### config.mk
export PLATFORM = sky130hd
export DESIGN_NAME = ssbmc_top
export DESIGN_NICKNAME = d
export VERILOG_FILES = /design/src/hdl/ssbmc_pkg.sv /design/src/hdl/ssbmc_burst_if.sv /design/src/hdl/ssbmc_burst_seq.sv /design/src/hdl/ssbmc_top.sv
export SDC_FILE = /design/constraint.sdc
export NUM_CORES = 1
export LEC_CHECK = 0
export ABC_CLOCK_PERIOD_IN_PS = 2900
export BUFFER_PORTS_ARGS = -buffer_cell sky130_fd_sc_hd__buf_2
export CAP_MARGIN = 20
export CORE_MARGIN = 1
export CORE_UTILIZATION = 49
export CTS_BUF_LIST = sky130_fd_sc_hd__clkbuf_4 sky130_fd_sc_hd__clkbuf_8
export CTS_CLUSTER_DIAMETER = 200
export DETAILED_ROUTE_END_ITERATION = 8
export PLACE_DENSITY = 0.95
export SLEW_MARGIN = 20
export SYNTH_ARGS = -nofsm -noshare
export SYNTH_HDL_FRONTEND = slang
export SYNTH_HIERARCHICAL = 1
export SYNTH_SLANG_ARGS = --single-unit
### constraint.sdc
create_clock -name pclk -period 2.9 [get_ports pclk]
set_input_delay 0.58 -clock pclk [delete_from_list [all_inputs] [get_ports pclk]]
set_output_delay 0.58 -clock pclk [all_outputs]
set_load 0.03 [all_outputs]
### src/hdl/ssbmc_pkg.sv
// Constants and types shared by the SIMM burst and multiplex control block
package ssbmc_pkg;
  localparam int unsigned ADDR_W = 12;
  localparam int unsigned DATA_W = 32;

  // Register byte addresses
  localparam logic [11:0] CTRL_ADDR = 12'h004;
  localparam logic [11:0] STAT_ADDR = 12'h008;

  // Control register field positions
  localparam int unsigned MUX_LO = 4;
  localparam int unsigned MUX_HI = 5;
  localparam int unsigned CL2_BIT = 8;
  localparam int unsigned FAST_BIT = 9;
  localparam int unsigned MUX4_BIT = 12;
  localparam int unsigned MASK_LO = 13;
  localparam int unsigned MASK_HI = 18;
  localparam logic [31:0] CTRL_RESET = 32'h0000_0000;
  localparam logic [31:0] CTRL_WMASK = 32'h0007_F330;

  // Status register field positions
  localparam int unsigned ST_BUSY = 0;
  localparam int unsigned ST_VALID = 1;
  localparam int unsigned ST_MODE_LO = 4;
  localparam int unsigned ST_MODE_HI = 6;
  localparam int unsigned ST_WIDX_LO = 8;
  localparam int unsigned ST_WIDX_HI = 10;

  // Range decode: mask covers address bits 26:21, base field bits 27:21
  localparam int unsigned RANGE_LO = 21;
  localparam int unsigned RANGE_HI = 27;
  localparam int unsigned MASK_W = 6;
  localparam int unsigned BASE_W = 7;

  // Burst timing in clock cycles, first word counted from the start cycle
  localparam int unsigned WORDS = 8;
  localparam logic [3:0] LEAD_SLOW = 4'hA;
  localparam logic [3:0] LEAD_FAST = 4'h9;
  localparam logic [3:0] CL2_SAVE = 4'h2;
  localparam logic [3:0] GAP_SLOW = 4'h2;
  localparam logic [3:0] GAP_FAST = 4'h1;
  localparam logic [3:0] CNT_ONE = 4'h1;
  localparam logic [3:0] CNT_TWO = 4'h2;
  localparam logic [2:0] LAST_WORD = 3'h7;

  // Multiplex field encodings
  localparam logic [1:0] MUX_F0 = 2'h0;
  localparam logic [1:0] MUX_F1 = 2'h1;
  localparam logic [1:0] MUX_F2 = 2'h2;
  localparam logic [1:0] MUX_F3 = 2'h3;

  typedef enum logic [2:0] {
    SSBMC_MODE0 = 3'h0,
    SSBMC_MODE1 = 3'h1,
    SSBMC_MODE2 = 3'h2,
    SSBMC_MODE3 = 3'h3,
    SSBMC_MODE4 = 3'h4,
    SSBMC_MODE5 = 3'h5,
    SSBMC_MODE6 = 3'h6
  } ssbmc_mode_e;

  typedef enum logic [2:0] {
    SSBMC_IDLE = 3'b001,
    SSBMC_LEAD = 3'b010,
    SSBMC_BURST = 3'b100
  } ssbmc_state_e;
endpackage : ssbmc_pkg

### src/hdl/ssbmc_burst_if.sv
// Link between the register front end and the burst sequencer
`timescale 1ns/10ps
interface ssbmc_burst_if;
  logic start;
  logic fast;
  logic cl2;
  logic strobe;
  logic last;
  logic busy;
  logic [2:0] word_idx;

  modport ctl (output start, output fast, output cl2,
               input strobe, input last, input busy, input word_idx);
  modport seq (input start, input fast, input cl2,
               output strobe, output last, output busy, output word_idx);
endinterface : ssbmc_burst_if

### src/hdl/ssbmc_burst_seq.sv
// Eight-word SDRAM SIMM burst word timing sequencer
`timescale 1ns/10ps
module ssbmc_burst_seq (
  input wire logic pclk,
  input wire logic presetn,
  ssbmc_burst_if.seq bi
);
  import ssbmc_pkg::*;

  ssbmc_state_e state_q, state_d;
  logic [3:0] cnt_q, cnt_d;
  logic [2:0] widx_q, widx_d;
  logic [3:0] lead;
  logic [3:0] gap;

  always_comb begin
    lead = bi.fast ? LEAD_FAST : LEAD_SLOW;
    if (bi.cl2) begin
      lead = lead - CL2_SAVE;
    end
    // Same gap for reads and writes
    gap = bi.fast ? GAP_FAST : GAP_SLOW;
  end

  assign bi.strobe = (state_q != SSBMC_IDLE) && (cnt_q == '0);
  assign bi.last = bi.strobe && (widx_q == LAST_WORD);
  assign bi.busy = (state_q != SSBMC_IDLE);
  assign bi.word_idx = widx_q;

  always_comb begin
    state_d = state_q;
    cnt_d = cnt_q;
    widx_d = widx_q;
    unique case (state_q)
      SSBMC_IDLE: begin
        if (bi.start) begin
          // Start cycle counts as cycle one of the lead-in
          state_d = SSBMC_LEAD;
          cnt_d = lead - CNT_TWO;
          widx_d = '0;
        end
      end
      SSBMC_LEAD: begin
        if (cnt_q == '0) begin
          state_d = SSBMC_BURST;
          cnt_d = gap - CNT_ONE;
          widx_d = widx_q + 3'h1;
        end else begin
          cnt_d = cnt_q - CNT_ONE;
        end
      end
      SSBMC_BURST: begin
        if (cnt_q == '0) begin
          cnt_d = gap - CNT_ONE;
          if (widx_q == LAST_WORD) begin
            state_d = SSBMC_IDLE;
            widx_d = '0;
          end else begin
            widx_d = widx_q + 3'h1;
          end
        end else begin
          cnt_d = cnt_q - CNT_ONE;
        end
      end
      default: begin
        state_d = SSBMC_IDLE;
        cnt_d = '0;
        widx_d = '0;
      end
    endcase
  end

  always_ff @(posedge pclk or negedge presetn) begin
    if (!presetn) begin
      state_q <= SSBMC_IDLE;
      cnt_q <= '0;
      widx_q <= '0;
    end else begin
      state_q <= state_d;
      cnt_q <= cnt_d;
      widx_q <= widx_d;
    end
  end
endmodule : ssbmc_burst_seq

### src/hdl/ssbmc_top.sv
// SIMM slot control: APB register, burst timing, mux mode and range decode
`timescale 1ns/10ps
// Contract
// - Slow burst: first word cycle ten, then two
// - Fast burst: first word cycle nine, then one
// - Fast bit shortens write bursts likewise
// - Bit twelve with field 00 gives mode four
// - Bit twelve clear: field alone picks mode
// - Patterns 101, 110, 100 give modes 5, 6, 4
// - With bit twelve clear, field 00..11 selects modes zero to three
// - CAS latency two trims lead-in by two
module ssbmc_top (
  input wire logic pclk,
  input wire logic presetn,
  input wire logic psel,
  input wire logic penable,
  input wire logic pwrite,
  input wire logic [ssbmc_pkg::ADDR_W-1:0] paddr,
  input wire logic [ssbmc_pkg::DATA_W-1:0] pwdata,
  output logic [ssbmc_pkg::DATA_W-1:0] prdata,
  output logic pready,
  output logic pslverr,
  input wire logic burst_start,
  input wire logic burst_write,
  input wire logic [31:0] phys_addr,
  input wire logic [ssbmc_pkg::BASE_W-1:0] range_base,
  output logic range_hit,
  output logic [2:0] address_mux_select,
  output logic mux_select_valid,
  output logic cas_latency_two,
  output logic word_strobe,
  output logic word_last,
  output logic word_is_write,
  output logic [2:0] word_index,
  output logic burst_busy
);
  import ssbmc_pkg::*;

  ssbmc_burst_if bi ();

  logic [DATA_W-1:0] ctrl_q, ctrl_d;
  logic [DATA_W-1:0] rdata_q, rdata_d;
  logic err_q, err_d;
  logic wr_q, wr_d;
  logic [2:0] mode_q, mode_d;
  logic valid_q, valid_d;
  logic hit_q, hit_d;
  logic setup;
  logic access;
  logic mapped;
  logic [DATA_W-1:0] status;
  logic [1:0] mux_field;
  logic mux_ext;
  logic [MASK_W-1:0] mask;
  logic [BASE_W-1:0] addr_slice;
  logic [BASE_W-1:0] cmp_mask;

  ssbmc_burst_seq u_seq (
    .pclk(pclk),
    .presetn(presetn),
    .bi(bi)
  );

  // Timing settings follow the register live; change only between bursts
  assign bi.start = burst_start;
  assign bi.fast = ctrl_q[FAST_BIT];
  assign bi.cl2 = ctrl_q[CL2_BIT];

  assign setup = psel && !penable;
  assign access = psel && penable;
  assign mapped = (paddr == CTRL_ADDR) || (paddr == STAT_ADDR);

  always_comb begin
    status = '0;
    status[ST_BUSY] = bi.busy;
    status[ST_VALID] = valid_q;
    status[ST_MODE_HI:ST_MODE_LO] = mode_q;
    status[ST_WIDX_HI:ST_WIDX_LO] = bi.word_idx;
  end

  // Read data and error are prepared in setup so access ends at once
  always_comb begin
    ctrl_d = ctrl_q;
    rdata_d = rdata_q;
    err_d = err_q;
    if (setup) begin
      err_d = !mapped;
      rdata_d = '0;
      if (!pwrite && paddr == CTRL_ADDR) begin
        rdata_d = ctrl_q;
      end else if (!pwrite && paddr == STAT_ADDR) begin
        rdata_d = status;
      end
    end
    if (access && pwrite && paddr == CTRL_ADDR) begin
      // Reserved bits stay hardwired to zero
      ctrl_d = pwdata & CTRL_WMASK;
    end
  end

  assign pready = access;
  assign prdata = rdata_q;
  assign pslverr = access && err_q;

  // Multiplex mode decode
  assign mux_field = ctrl_q[MUX_HI:MUX_LO];
  assign mux_ext = ctrl_q[MUX4_BIT];

  always_comb begin
    mode_d = SSBMC_MODE0;
    valid_d = 1'b1;
    if (!mux_ext) begin
      unique case (mux_field)
        MUX_F0: mode_d = SSBMC_MODE0;
        MUX_F1: mode_d = SSBMC_MODE1;
        MUX_F2: mode_d = SSBMC_MODE2;
        MUX_F3: mode_d = SSBMC_MODE3;
      endcase
    end else begin
      unique case (mux_field)
        MUX_F0: mode_d = SSBMC_MODE4;
        MUX_F1: mode_d = SSBMC_MODE5;
        MUX_F2: mode_d = SSBMC_MODE6;
        MUX_F3: begin
          // Undefined pattern: fall back to mode zero, flag it
          mode_d = SSBMC_MODE0;
          valid_d = 1'b0;
        end
      endcase
    end
  end

  // Range compare: masked-off low bits of the window are ignored
  assign mask = ctrl_q[MASK_HI:MASK_LO];
  assign addr_slice = phys_addr[RANGE_HI:RANGE_LO];
  assign cmp_mask = {1'b1, mask};

  always_comb begin
    hit_d = ((addr_slice ^ range_base) & cmp_mask) == '0;
    if (phys_addr[31:RANGE_HI+1] != '0) begin
      hit_d = 1'b0;
    end
  end

  always_comb begin
    wr_d = wr_q;
    if (burst_start && !bi.busy) begin
      wr_d = burst_write;
    end
  end

  always_ff @(posedge pclk or negedge presetn) begin
    if (!presetn) begin
      ctrl_q <= CTRL_RESET;
      rdata_q <= '0;
      err_q <= 1'b0;
      wr_q <= 1'b0;
      mode_q <= SSBMC_MODE0;
      valid_q <= 1'b1;
      hit_q <= 1'b0;
    end else begin
      ctrl_q <= ctrl_d;
      rdata_q <= rdata_d;
      err_q <= err_d;
      wr_q <= wr_d;
      mode_q <= mode_d;
      valid_q <= valid_d;
      hit_q <= hit_d;
    end
  end

  assign address_mux_select = mode_q;
  assign mux_select_valid = valid_q;
  assign range_hit = hit_q;
  assign cas_latency_two = ctrl_q[CL2_BIT];
  assign word_strobe = bi.strobe;
  assign word_last = bi.last;
  assign word_is_write = wr_q;
  assign word_index = bi.word_idx;
  assign burst_busy = bi.busy;
endmodule : ssbmc_top

==> results of run 1 <==
worst max path at each step:
stage                endpoint  slack, ns  cells past startpoint
finish              word_last       0.38                      5
global route        word_last       0.24                      5
CTS                 word_last       0.38                      5
detailed placement  word_last       0.70                      5
global placement    word_last       0.72                      5
floorplan           word_last       0.93                      4
metrics by stage:
stage	cells	hold WS (ns)	cell area [um2]	utilization, %
after floorplan	230	0.284	2390	-
after global placement	335	0.460	2670	59.6
after detailed placement	335	0.468	2670	59.6
after CTS	342	0.460	2770	62.0
after global routing	342	0.496	2770	62.0
final	342	0.425	2770	62.0
layout by cell type, fill, tap and decap left out, drive strengths merged, types with 2 or more instances in the layout:
cell type	count
a21oi	5
dfstp	2
nor3b	5
nor2	5
clkbuf	6
nand4	2
buf	77
and2	3
o31ai	2
mux2i	2
a22oi	4
o21ai	17
mux2	13
o22ai	2
and3	2
or2b	2
a21boi	2
or3b	3
nand2	20
conb	17
xnor2	8
a211oi	3
inv	13
nand3	3
nor4	5
nor2b	4
ha	5
dfrtp	41
cell usage after synthesis, types with 2 or more instances:
library cell	instances
nor2b_1	4
a22oi_1	4
nor4_4	2
buf_4	17
or2b_1	2
dfstp_2	2
mux2_2	3
nor2_1	5
ha_1	5
a211oi_1	2
dfrtp_1	41
nand4_1	2
inv_1	13
clkbuf_1	4
xnor2_1	8
mux2i_1	2
nor3b_1	4
nand3_1	3
nand2_1	20
and2_1	3
a21oi_1	5
nor4_1	3
and3_1	2
a21boi_0	2
o21ai_0	9
o22ai_1	2
mux2_4	10
o21ai_1	8
or3b_1	3
registers in the layout, summed over array words and instances, names as in the netlist:
register            flops
address_mux_select      3
ctrl_q                 11
err_q                   1
mux_select_valid        1
prdata                 15
range_hit               1
u_seq/bi.word_idx       3
u_seq/cnt_q             4
u_seq/state_q           3
word_is_write           1
layer usage:
metal / vias up / global-route usage [%] / routed length (um)
li1: 870 / - / -
met1: 908 / 24.3 / 2030
met2: 79 / 36.9 / 2570
met3: 9 / 6.13 / 332
met4: 0 / 6.44 / 82
met5: - / 0 / 0
critical path: stages, from the launching register on:
cell and delay (ns):
dfrtp_1 0.42, inv_1 0.10, ha_1 0.21, nor3b_2 0.51, and3_1 0.22, buf_2 0.19
where the power goes:
part           switching [mW]  internal [mW]  leakage, nW  total, mW
combinational           0.342          0.217        0.733      0.559
clock                   0.195          0.262       0.0547      0.457
sequential             0.0809          0.657        0.584      0.738
cell type report:
type	instances	area [um2]
multi-input cells	150	1090
clock inverters	1	30.0
repair buffers	77	385
clock buffers	6	76.3
well taps	52	65.1
inverters	13	48.8
flip-flops and latches	43	1080
fillers	363	1700
logic make-up after synthesis:
group	share of synthesized area, %
AOI/OAI and AO/OA	13.0
xor gates and xnor gates	3.00
adders and majority gates	2.68
buffers and inverters	9.75
DFF	46.2
muxes	8.74
other	0.161
and+or+nand+nor	16.5
==> impl_metrics.py, run 1 <==
metrics = {
    "global_route": {
        "grt_pass1_wl_mm": 8.14,
        "grt_max_degree": 44,
        "gr-usage-all-layers_pct": 20.8,
        "grt_pass1_vias": 1813,
        "antenna_found_initial": 0,
        "grt-ovfl-total": 0,
    },
    "synth": {
        "async_flop_share_pct": 100,
        "synth_edf_count": 0,
        "synthDistinctLibCells": 53,
        "yosysTopAreaCell": "dfrtp_1",
        "synth_area_leaders": "dfrtp_1 (44%), mux2_4 (6.4%), buf_4 (5.5%)",
        "synth_area_per_cell_um2": 10.9,
        "synth_warnings": 6,
        "synth-seq-area-share_pct": 46.2,
        "ys.flop_type": "dfrtp_1",
        "synth_top_area_share_pct": 43.9,
        "netlist_instances": 214,
        "ys_ff_latch": 43,
        "synth_area_um2": 2330,
    },
    "clock_network": {
        "postCtsSetupBuffers": 0,
        "clk_pin_slew_worst_paths_ns": 0.08,
        "clk_path_buf_depth": 2,
        "ctsResizeCount": 0,
        "root_buffer": "clkbuf_8",
        "cts_sinks": 43,
        "clkLatencyLatePin_ns": 0.29,
        "cts_tree": "done",
        "htreeDepth": 2,
        "cts_buffers": 5,
        "ctsHoldBuffers": 0,
    },
    "critical_path": {
        "cp_data_arrival_time_ns": 1.94,
        "crit_start": "u_seq/cnt_q[0]",
        "critPathRequiredTime_ns": 2.32,
        "worst-r2r-setup-slack_ns": 1.04,
        "cp_max_fo": 9,
        "end_kind": "output port",
        "crit_path_start_kind": "register",
        "crit_type": "reg2out",
        "r2r-start": "u_seq/state_q[0]",
        "worstReg2RegEnd": "word_is_write",
        "r2r_cells": 3,
    },
    "sta": {
        "setup-violations-final": 0,
        "finalCriticalPeriod_ns": 2.52,
        "max_freq_mhz": 397,
        "tightest_slew_ns": 0.945,
        "relSlewSlack_pct": 37.0,
        "fin_ws_ns": 0.383,
        "skew_ns": 0.00469,
        "fin_tns_setup_ns": 0,
        "hold_viol": 0,
        "finalCritPeriodShare_pct": 86.8,
        "maxSlewViolCount": 0,
        "rsz0062_at_grt": "no",
    },
    "drt": {
        "drc_errors": 7,
        "drt_wl_total_mm": 5.02,
        "via_per_inst": 5.46,
        "vias": 1866,
        "postRouteAntennaNets": 0,
        "routedWlPerCell_um": 14.7,
        "drtPass1Iterations": 9,
        "drtIter0Drc": 84,
    },
    "finish": {
        "synthToLayoutAreaGrowth_pct": 18.8,
        "antenna_cells": 0,
        "drive_above_1_share_pct": 37.6,
        "nNetsFinal": 385,
    },
    "floorplanning": {
        "fp-row-count": 24,
        "core_area_um2": 4470,
        "start_util_pct": 52.2,
        "pin_count": 137,
        "fp.dieArea_um2": 5040,
        "die_w_um": 71.0,
        "die_h_um": 71.0,
    },
    "run_status": {
        "violations": "DRC",
        "status": "finished with violations",
    },
    "pwr": {
        "leakage_nw": 1.37,
        "p_per_area_nw_per_um2": 632,
        "power.total_mw": 1.75,
        "ir_drop_mv": 0.275,
    },
    "placement": {
        "hpwl_mm": 3.71,
        "place.gp.congestion": 0.803,
        "port-buffer-count": 77,
        "place_ws_ns": 0.699,
    },
    "hold_path": {
        "hold_path.class": "in2async",
    },
    "job": {
        "cap_violations": 0,
    },
}
No activity file was read; power rests on OpenSTA's default activity.
==> run 2, diff against run 1 <==
--- a/config.mk
+++ b/config.mk
@@ -5,15 +5,15 @@
 export SDC_FILE = /design/constraint.sdc
 export NUM_CORES = 1
 export LEC_CHECK = 0
-export ABC_CLOCK_PERIOD_IN_PS = 2900
+export ABC_CLOCK_PERIOD_IN_PS = 2300
 export BUFFER_PORTS_ARGS = -buffer_cell sky130_fd_sc_hd__buf_2
 export CAP_MARGIN = 20
 export CORE_MARGIN = 1
-export CORE_UTILIZATION = 49
+export CORE_UTILIZATION = 41
 export CTS_BUF_LIST = sky130_fd_sc_hd__clkbuf_4 sky130_fd_sc_hd__clkbuf_8
 export CTS_CLUSTER_DIAMETER = 200
 export DETAILED_ROUTE_END_ITERATION = 8
-export PLACE_DENSITY = 0.95
+export PLACE_DENSITY = 0.86
 export SLEW_MARGIN = 20
 export SYNTH_ARGS = -nofsm -noshare
 export SYNTH_HDL_FRONTEND = slang
==> constraint.sdc (replaced) <==
create_clock -name pclk -period 2.3 [get_ports pclk]
set_input_delay 0.46 -clock pclk [delete_from_list [all_inputs] [get_ports pclk]]
set_output_delay 0.46 -clock pclk [all_outputs]
set_load 0.03 [all_outputs]
==> run 2 against run 1 <==
  * The flow now finishes without violations
  * Critical path type unchanged
  * Clock power is 31% higher
  * Sequential share of layout area decreased by 0.93 points
  * Worst setup slack got worse by 0.16 ns
  * Core utilization decreased by 10 points
  * Clock-buffer cell count fell by 1
  * Power increased by 30%
==> impl_metrics.py, run 2 (synthesis gave the netlist of run 1 again) <==
metrics = {
    "run_status": {
        "status": "completed",
    },
    "sta": {
        "setup-violations-final": 0,
        "relSlewSlack_pct": 52.4,
        "worst_hold_slack_ns": 0.114,
        "max_freq_mhz": 482,
        "skew_ns": 0.00986,
        "finalCritPeriodShare_pct": 90.3,
        "fin_tns_setup_ns": 0,
        "finalCriticalPeriod_ns": 2.08,
        "rsz0062_at_grt": "no",
        "maxSlewViolCount": 0,
        "tightest_slew_ns": 0.712,
        "hold_viol": 0,
    },
    "critical_path": {
        "path_delay_family": "simple AND/OR/NAND/NOR gates",
        "path_cells": "or3b_4, and3_1, buf_2",
        "slowest_stage": "dfrtp_1",
        "critPathRequiredTime_ns": 1.84,
        "max_stage_delay_ns": 0.48,
        "cp_num_buf_inv": 1,
        "crit_path_start_kind": "register",
        "end_kind": "output port",
        "crit_type": "reg2out",
        "cp_max_fo": 10,
        "cp_data_arrival_time_ns": 1.62,
    },
    "clock_network": {
        "ctsResizeCount": 0,
        "clkLatencyLatePin_ns": 0.29,
        "cts_sinks": 43,
        "ctsHoldBuffers": 0,
        "cts_buffers": 5,
        "htreeDepth": 2,
        "cts_tree": "done",
        "postCtsSetupBuffers": 0,
        "clk_path_buf_depth": 2,
        "clk_pin_slew_worst_paths_ns": 0.09,
        "root_buffer": "clkbuf_8",
    },
    "drt": {
        "drt_wl_total_mm": 4.82,
        "drc_errors": 0,
        "drtIter0Drc": 99,
        "vias": 1820,
        "postRouteAntennaNets": 0,
        "via_per_inst": 4.96,
        "routedWlPerCell_um": 13.1,
        "drtPass1Iterations": 5,
    },
    "finish": {
        "nNetsFinal": 389,
        "largest_register_ffs": 15,
        "mostFrequentLayoutCell": "buf_2",
        "design_area_um2": 2840,
        "synthToLayoutAreaGrowth_pct": 21.7,
        "drive_above_1_share_pct": 39.0,
        "layout_common_cells": "buf_2 (77), dfrtp_1 (41), nand2_1 (20)",
        "postLayoutCoreUtil_pct": 51.6,
        "antenna_cells": 0,
    },
    "pwr": {
        "p_per_area_nw_per_um2": 800,
        "ir_drop_mv": 0.487,
        "leakage_nw": 1.39,
    },
    "floorplanning": {
        "fp.dieArea_um2": 6000,
        "fp-row-count": 27,
        "pin_count": 137,
        "die_w_um": 77.5,
        "core_area_um2": 5510,
        "die_h_um": 77.5,
        "start_util_pct": 42.4,
    },
    "placement": {
        "port-buffer-count": 77,
        "hpwl_mm": 3.70,
        "place_area_um2": 2720,
        "place.gp.congestion": 0.769,
    },
    "global_route": {
        "antenna_found_initial": 0,
        "grt_pass1_vias": 1757,
        "grt-ovfl-total": 0,
        "grt_max_degree": 23,
        "gr-usage-all-layers_pct": 17.0,
        "grt_pass1_wl_mm": 8.07,
    },
    "job": {
        "cap_violations": 0,
    },
    "hold_path": {
        "hold_path.class": "in2async",
    },
}
-- run 2: cell count changes in the layout (fill, tap and decap cells not counted) --
| cell | delta |
|---|---|
| clkbuf_4 | -1 |
| or3b_4 | +1 |
| buf_4 | +4 |
| inv_6 | +1 |
| clkinv_4 | +1 |
| or3b_1 | -1 |
-- run 2: report_power, final --
| group | total [mW] | internal (mW) | switching [mW] |
|---|---|---|---|
| clock | 0.600 | 0.329 | 0.270 |
| combinational | 0.773 | 0.313 | 0.460 |
| sequential | 0.900 | 0.826 | 0.0738 |
-- run 2: path summary, 6_finish.rpt --
kind / from / endpoint / slack (ns) / cells past startpoint
max: u_seq/state_q[1] / word_last / 0.22 / 3
min: presetn / prdata[6] / 0.11 / 1
max reg2reg: u_seq/bi.word_idx[0] / u_seq/bi.word_idx[0] / 0.53 / 5
min reg2reg: prdata[15] / prdata[15] / 0.48 / 2
max in group asynchronous: presetn / ctrl_q[16] / 1.63 / 2
min in group pclk: pwdata[12] / ctrl_q[12] / 0.40 / 2
-- run 2: metal layers --
layer	share of wire [%]	GRT usage (%)
met1	43	20.5
met2	52	30.4
met3	4.9	4.00
met4	0.71	3.96
met5	0	0
-- run 2: metrics by stage --
step / worst slack (ns) / power [mW] / std cells
after floorplan: 0.450 / 1.48 / 230
after global placement: 0.434 / 1.64 / 359
after detailed placement: 0.422 / 1.67 / 359
after CTS: 0.0938 / 2.27 / 367
after global routing: 0.107 / 2.42 / 367
final: 0.224 / 2.27 / 367
-- run 2: layout make-up --
class,instances,area (um2)
clock buffers,5,68.8
clock inverters,3,47.5
fillers,513,2670
inverters,13,48.8
multi-input cells,150,1090
flip-flops and latches,43,1080
well taps,72,90.1
repair buffers,81,415
==> run 3, diff against run 2 <==
--- a/config.mk
+++ b/config.mk
@@ -5,6 +5,7 @@
 export SDC_FILE = /design/constraint.sdc
 export NUM_CORES = 1
 export LEC_CHECK = 0
+export ABC_AREA = 1
 export ABC_CLOCK_PERIOD_IN_PS = 2300
 export BUFFER_PORTS_ARGS = -buffer_cell sky130_fd_sc_hd__buf_2
 export CAP_MARGIN = 20
@@ -13,7 +14,8 @@
 export CTS_BUF_LIST = sky130_fd_sc_hd__clkbuf_4 sky130_fd_sc_hd__clkbuf_8
 export CTS_CLUSTER_DIAMETER = 200
 export DETAILED_ROUTE_END_ITERATION = 8
-export PLACE_DENSITY = 0.86
+export PLACE_DENSITY = 0.85
+export RECOVER_POWER = 25
 export SLEW_MARGIN = 20
 export SYNTH_ARGS = -nofsm -noshare
 export SYNTH_HDL_FRONTEND = slang
==> run 3 against run 2 <==
  * Cell count rose by 23%
  * Power rose by 6.8%
  * Cell area rose by 4.4%
  * Sequential power up 0.6%
  * Synthesized cell count grew 40%
  * Clock-buffer cell count is 1 higher
  * Die area up 4.3%
  * Worst setup slack better by 0.058 ns
==> impl_metrics.py, run 3 <==
metrics = {
    "finish": {
        "mostFrequentLayoutCell": "nand2_1",
        "drive_above_1_share_pct": 31.0,
        "largest_register_ffs": 15,
        "nFillCells": 528,
        "synthToLayoutAreaGrowth_pct": 21.5,
        "antenna_cells": 0,
        "layout_common_cells": "nand2_1 (93), buf_2 (77), dfrtp_1 (41)",
        "nNetsFinal": 475,
    },
    "critical_path": {
        "worst-r2r-setup-slack_ns": 0.85,
        "r2r_cells": 7,
        "crit_type": "reg2out",
        "cp_max_fo": 6,
        "cp_data_arrival_time_ns": 1.56,
        "critPathRequiredTime_ns": 1.84,
        "worstReg2RegEnd": "u_seq/bi.word_idx[1]",
        "r2r-start": "u_seq/bi.word_idx[0]",
        "crit_path_start_kind": "register",
        "end_kind": "output port",
    },
    "sta": {
        "maxSlewViolCount": 0,
        "fin_tns_setup_ns": 0,
        "max_freq_mhz": 495,
        "tightest_slew_ns": 1.04,
        "finalCriticalPeriod_ns": 2.02,
        "fin_ws_ns": 0.281,
        "skew_ns": 0.00373,
        "rsz0062_at_grt": "no",
        "setup-violations-final": 0,
        "hold_viol": 0,
        "relSlewSlack_pct": 30.4,
        "finalCritPeriodShare_pct": 87.8,
    },
    "synth": {
        "synth-simple-area-share_pct": 30.7,
        "yosys-top-cells-count": "nand2_1 (93), dfrtp_1 (41), inv_1 (32)",
        "synthMuxAreaShare_pct": 0,
        "async_flop_share_pct": 100,
        "netlist_instances": 299,
        "synth-seq-area-share_pct": 44.2,
        "ys.flop_type": "dfrtp_1",
        "synthXorXnorAreaFrac_pct": 2.51,
        "synth_edf_count": 0,
        "synth_area_um2": 2440,
        "synthDistinctLibCells": 34,
        "yosysTopAreaCell": "dfrtp_1",
        "synth_area_per_cell_um2": 8.16,
        "ys_ff_latch": 43,
        "synth_warnings": 6,
        "synth_top_family_by_area": "simple AND/OR/NAND/NOR gates",
        "synth_compound_area_share_pct": 7.70,
        "synthAdderAreaFrac_pct": 2.57,
        "synth.most_common_cell": "nand2_1",
        "synth_area_leaders": "dfrtp_1 (42%), nand2_1 (14%), buf_4 (5.2%)",
        "synth_top_area_share_pct": 42.1,
    },
    "floorplanning": {
        "fp.dieArea_um2": 6260,
        "fp-row-count": 27,
        "pin_count": 137,
        "die_w_um": 79.1,
        "start_util_pct": 43.5,
        "core_area_um2": 5610,
        "die_h_um": 79.1,
    },
    "drt": {
        "drc_errors": 0,
        "top_layer_used": "met4",
        "drt_wl_total_mm": 5.41,
        "met1_length_mm": 2.22,
        "met2_length_mm": 2.74,
        "via_per_inst": 4.78,
        "wl_met3_um": 309,
        "routedWlPerCell_um": 11.9,
        "drtPass1Iterations": 4,
        "postRouteAntennaNets": 0,
        "vias": 2167,
        "drtIter0Drc": 123,
    },
    "global_route": {
        "gr-usage-all-layers_pct": 17.6,
        "grt-ovfl-total": 0,
        "grt_pass1_vias": 1885,
        "grt_pass1_wl_mm": 8.47,
        "grt_max_degree": 44,
        "antenna_found_initial": 0,
    },
    "pwr": {
        "p_per_area_nw_per_um2": 819,
        "leakage_nw": 1.74,
        "ir_drop_mv": 0.403,
    },
    "clock_network": {
        "clkLatencyLatePin_ns": 0.29,
        "htreeDepth": 2,
        "cts_buffers": 5,
        "root_buffer": "clkbuf_8",
        "ctsHoldBuffers": 0,
        "clk_path_buf_depth": 2,
        "clk_pin_slew_worst_paths_ns": 0.08,
        "postCtsSetupBuffers": 0,
        "ctsResizeCount": 0,
        "cts_tree": "done",
        "cts_sinks": 43,
    },
    "placement": {
        "place.gp.congestion": 0.847,
        "port-buffer-count": 77,
        "place_ws_ns": 0.541,
        "hpwl_mm": 4.20,
    },
    "hold_path": {
        "min_to": "ctrl_q[5]",
        "hold_path.class": "in2reg",
        "hold_path_depth": 3,
        "hp-start": "pwdata[5]",
    },
    "job": {
        "cap_violations": 0,
    },
    "run_status": {
        "status": "completed",
    },
}
## run 3: how the worst max path moves through the flow
stage	start	end	slack, ns	cells past startpoint
after floorplan	u_seq/bi.word_idx[0]	word_last	0.22	4
after global placement	paddr[11]	ctrl_q[15]	0.57	7
after detailed placement	paddr[9]	ctrl_q[17]	0.54	7
after CTS	u_seq/cnt_q[0]	word_last	0.28	5
after global routing	u_seq/cnt_q[0]	word_last	0.22	5
final	u_seq/cnt_q[0]	word_last	0.28	5
## run 3: kinds of logic after synthesis
kind of cell | Yosys count
simple gates | 159
flops | 43
compound gates | 27
fa+ha+maj | 5
other cells | 1
buf+inv | 57
xor+xnor | 7
## run 3: critical path, stage by stage, from the launching register on
cell and delay, ns:
dfrtp_1 0.39, inv_1 0.14, ha_1 0.19, nand2_2 0.12
nor3_1 0.20, buf_2 0.23
## run 3: metrics by stage
| step | total power [mW] | instances | util (%) | hold WS (ns) | area, um2 |
|---|---|---|---|---|---|
| after CTS | 2.44 | 453 | 52.9 | 0.247 | 2970 |
| final | 2.43 | 453 | 52.9 | 0.403 | 2960 |
| after detailed placement | 1.74 | 445 | 50.5 | 0.460 | 2830 |
| after global placement | 1.71 | 445 | 50.5 | 0.459 | 2830 |
| after floorplan | 1.55 | 315 | - | 0.164 | 2500 |
| after global routing | 2.57 | 453 | 52.9 | 0.399 | 2960 |
## run 3: routing by layer
metal  up-vias  GRT usage, %
met4         0          8.00
met5         -             0
met2        83          29.7
met1      1001          21.5
li1       1072             -
met3        11          3.33
## run 3: layout make-up
cell class	count	area [um2]	area share, %
clock inverter	2	60.1	2.03
timing repair buffer	79	398	13.4
tap	72	90.1	3.04
sequential	43	1080	36.4
clock buffer	6	76.3	2.57
inverter	36	138	4.64
multi-input combinational	215	1120	37.9
## run 3: power by group
| part | switching, mW | internal [mW] | leakage (nW) | total (mW) |
|---|---|---|---|---|
| registers | 0.0687 | 0.836 | 0.581 | 0.905 |
| logic | 0.563 | 0.261 | 1.09 | 0.823 |
| clock network | 0.253 | 0.446 | 0.0688 | 0.699 |
| total | 0.885 | 1.54 | 1.74 | 2.43 |
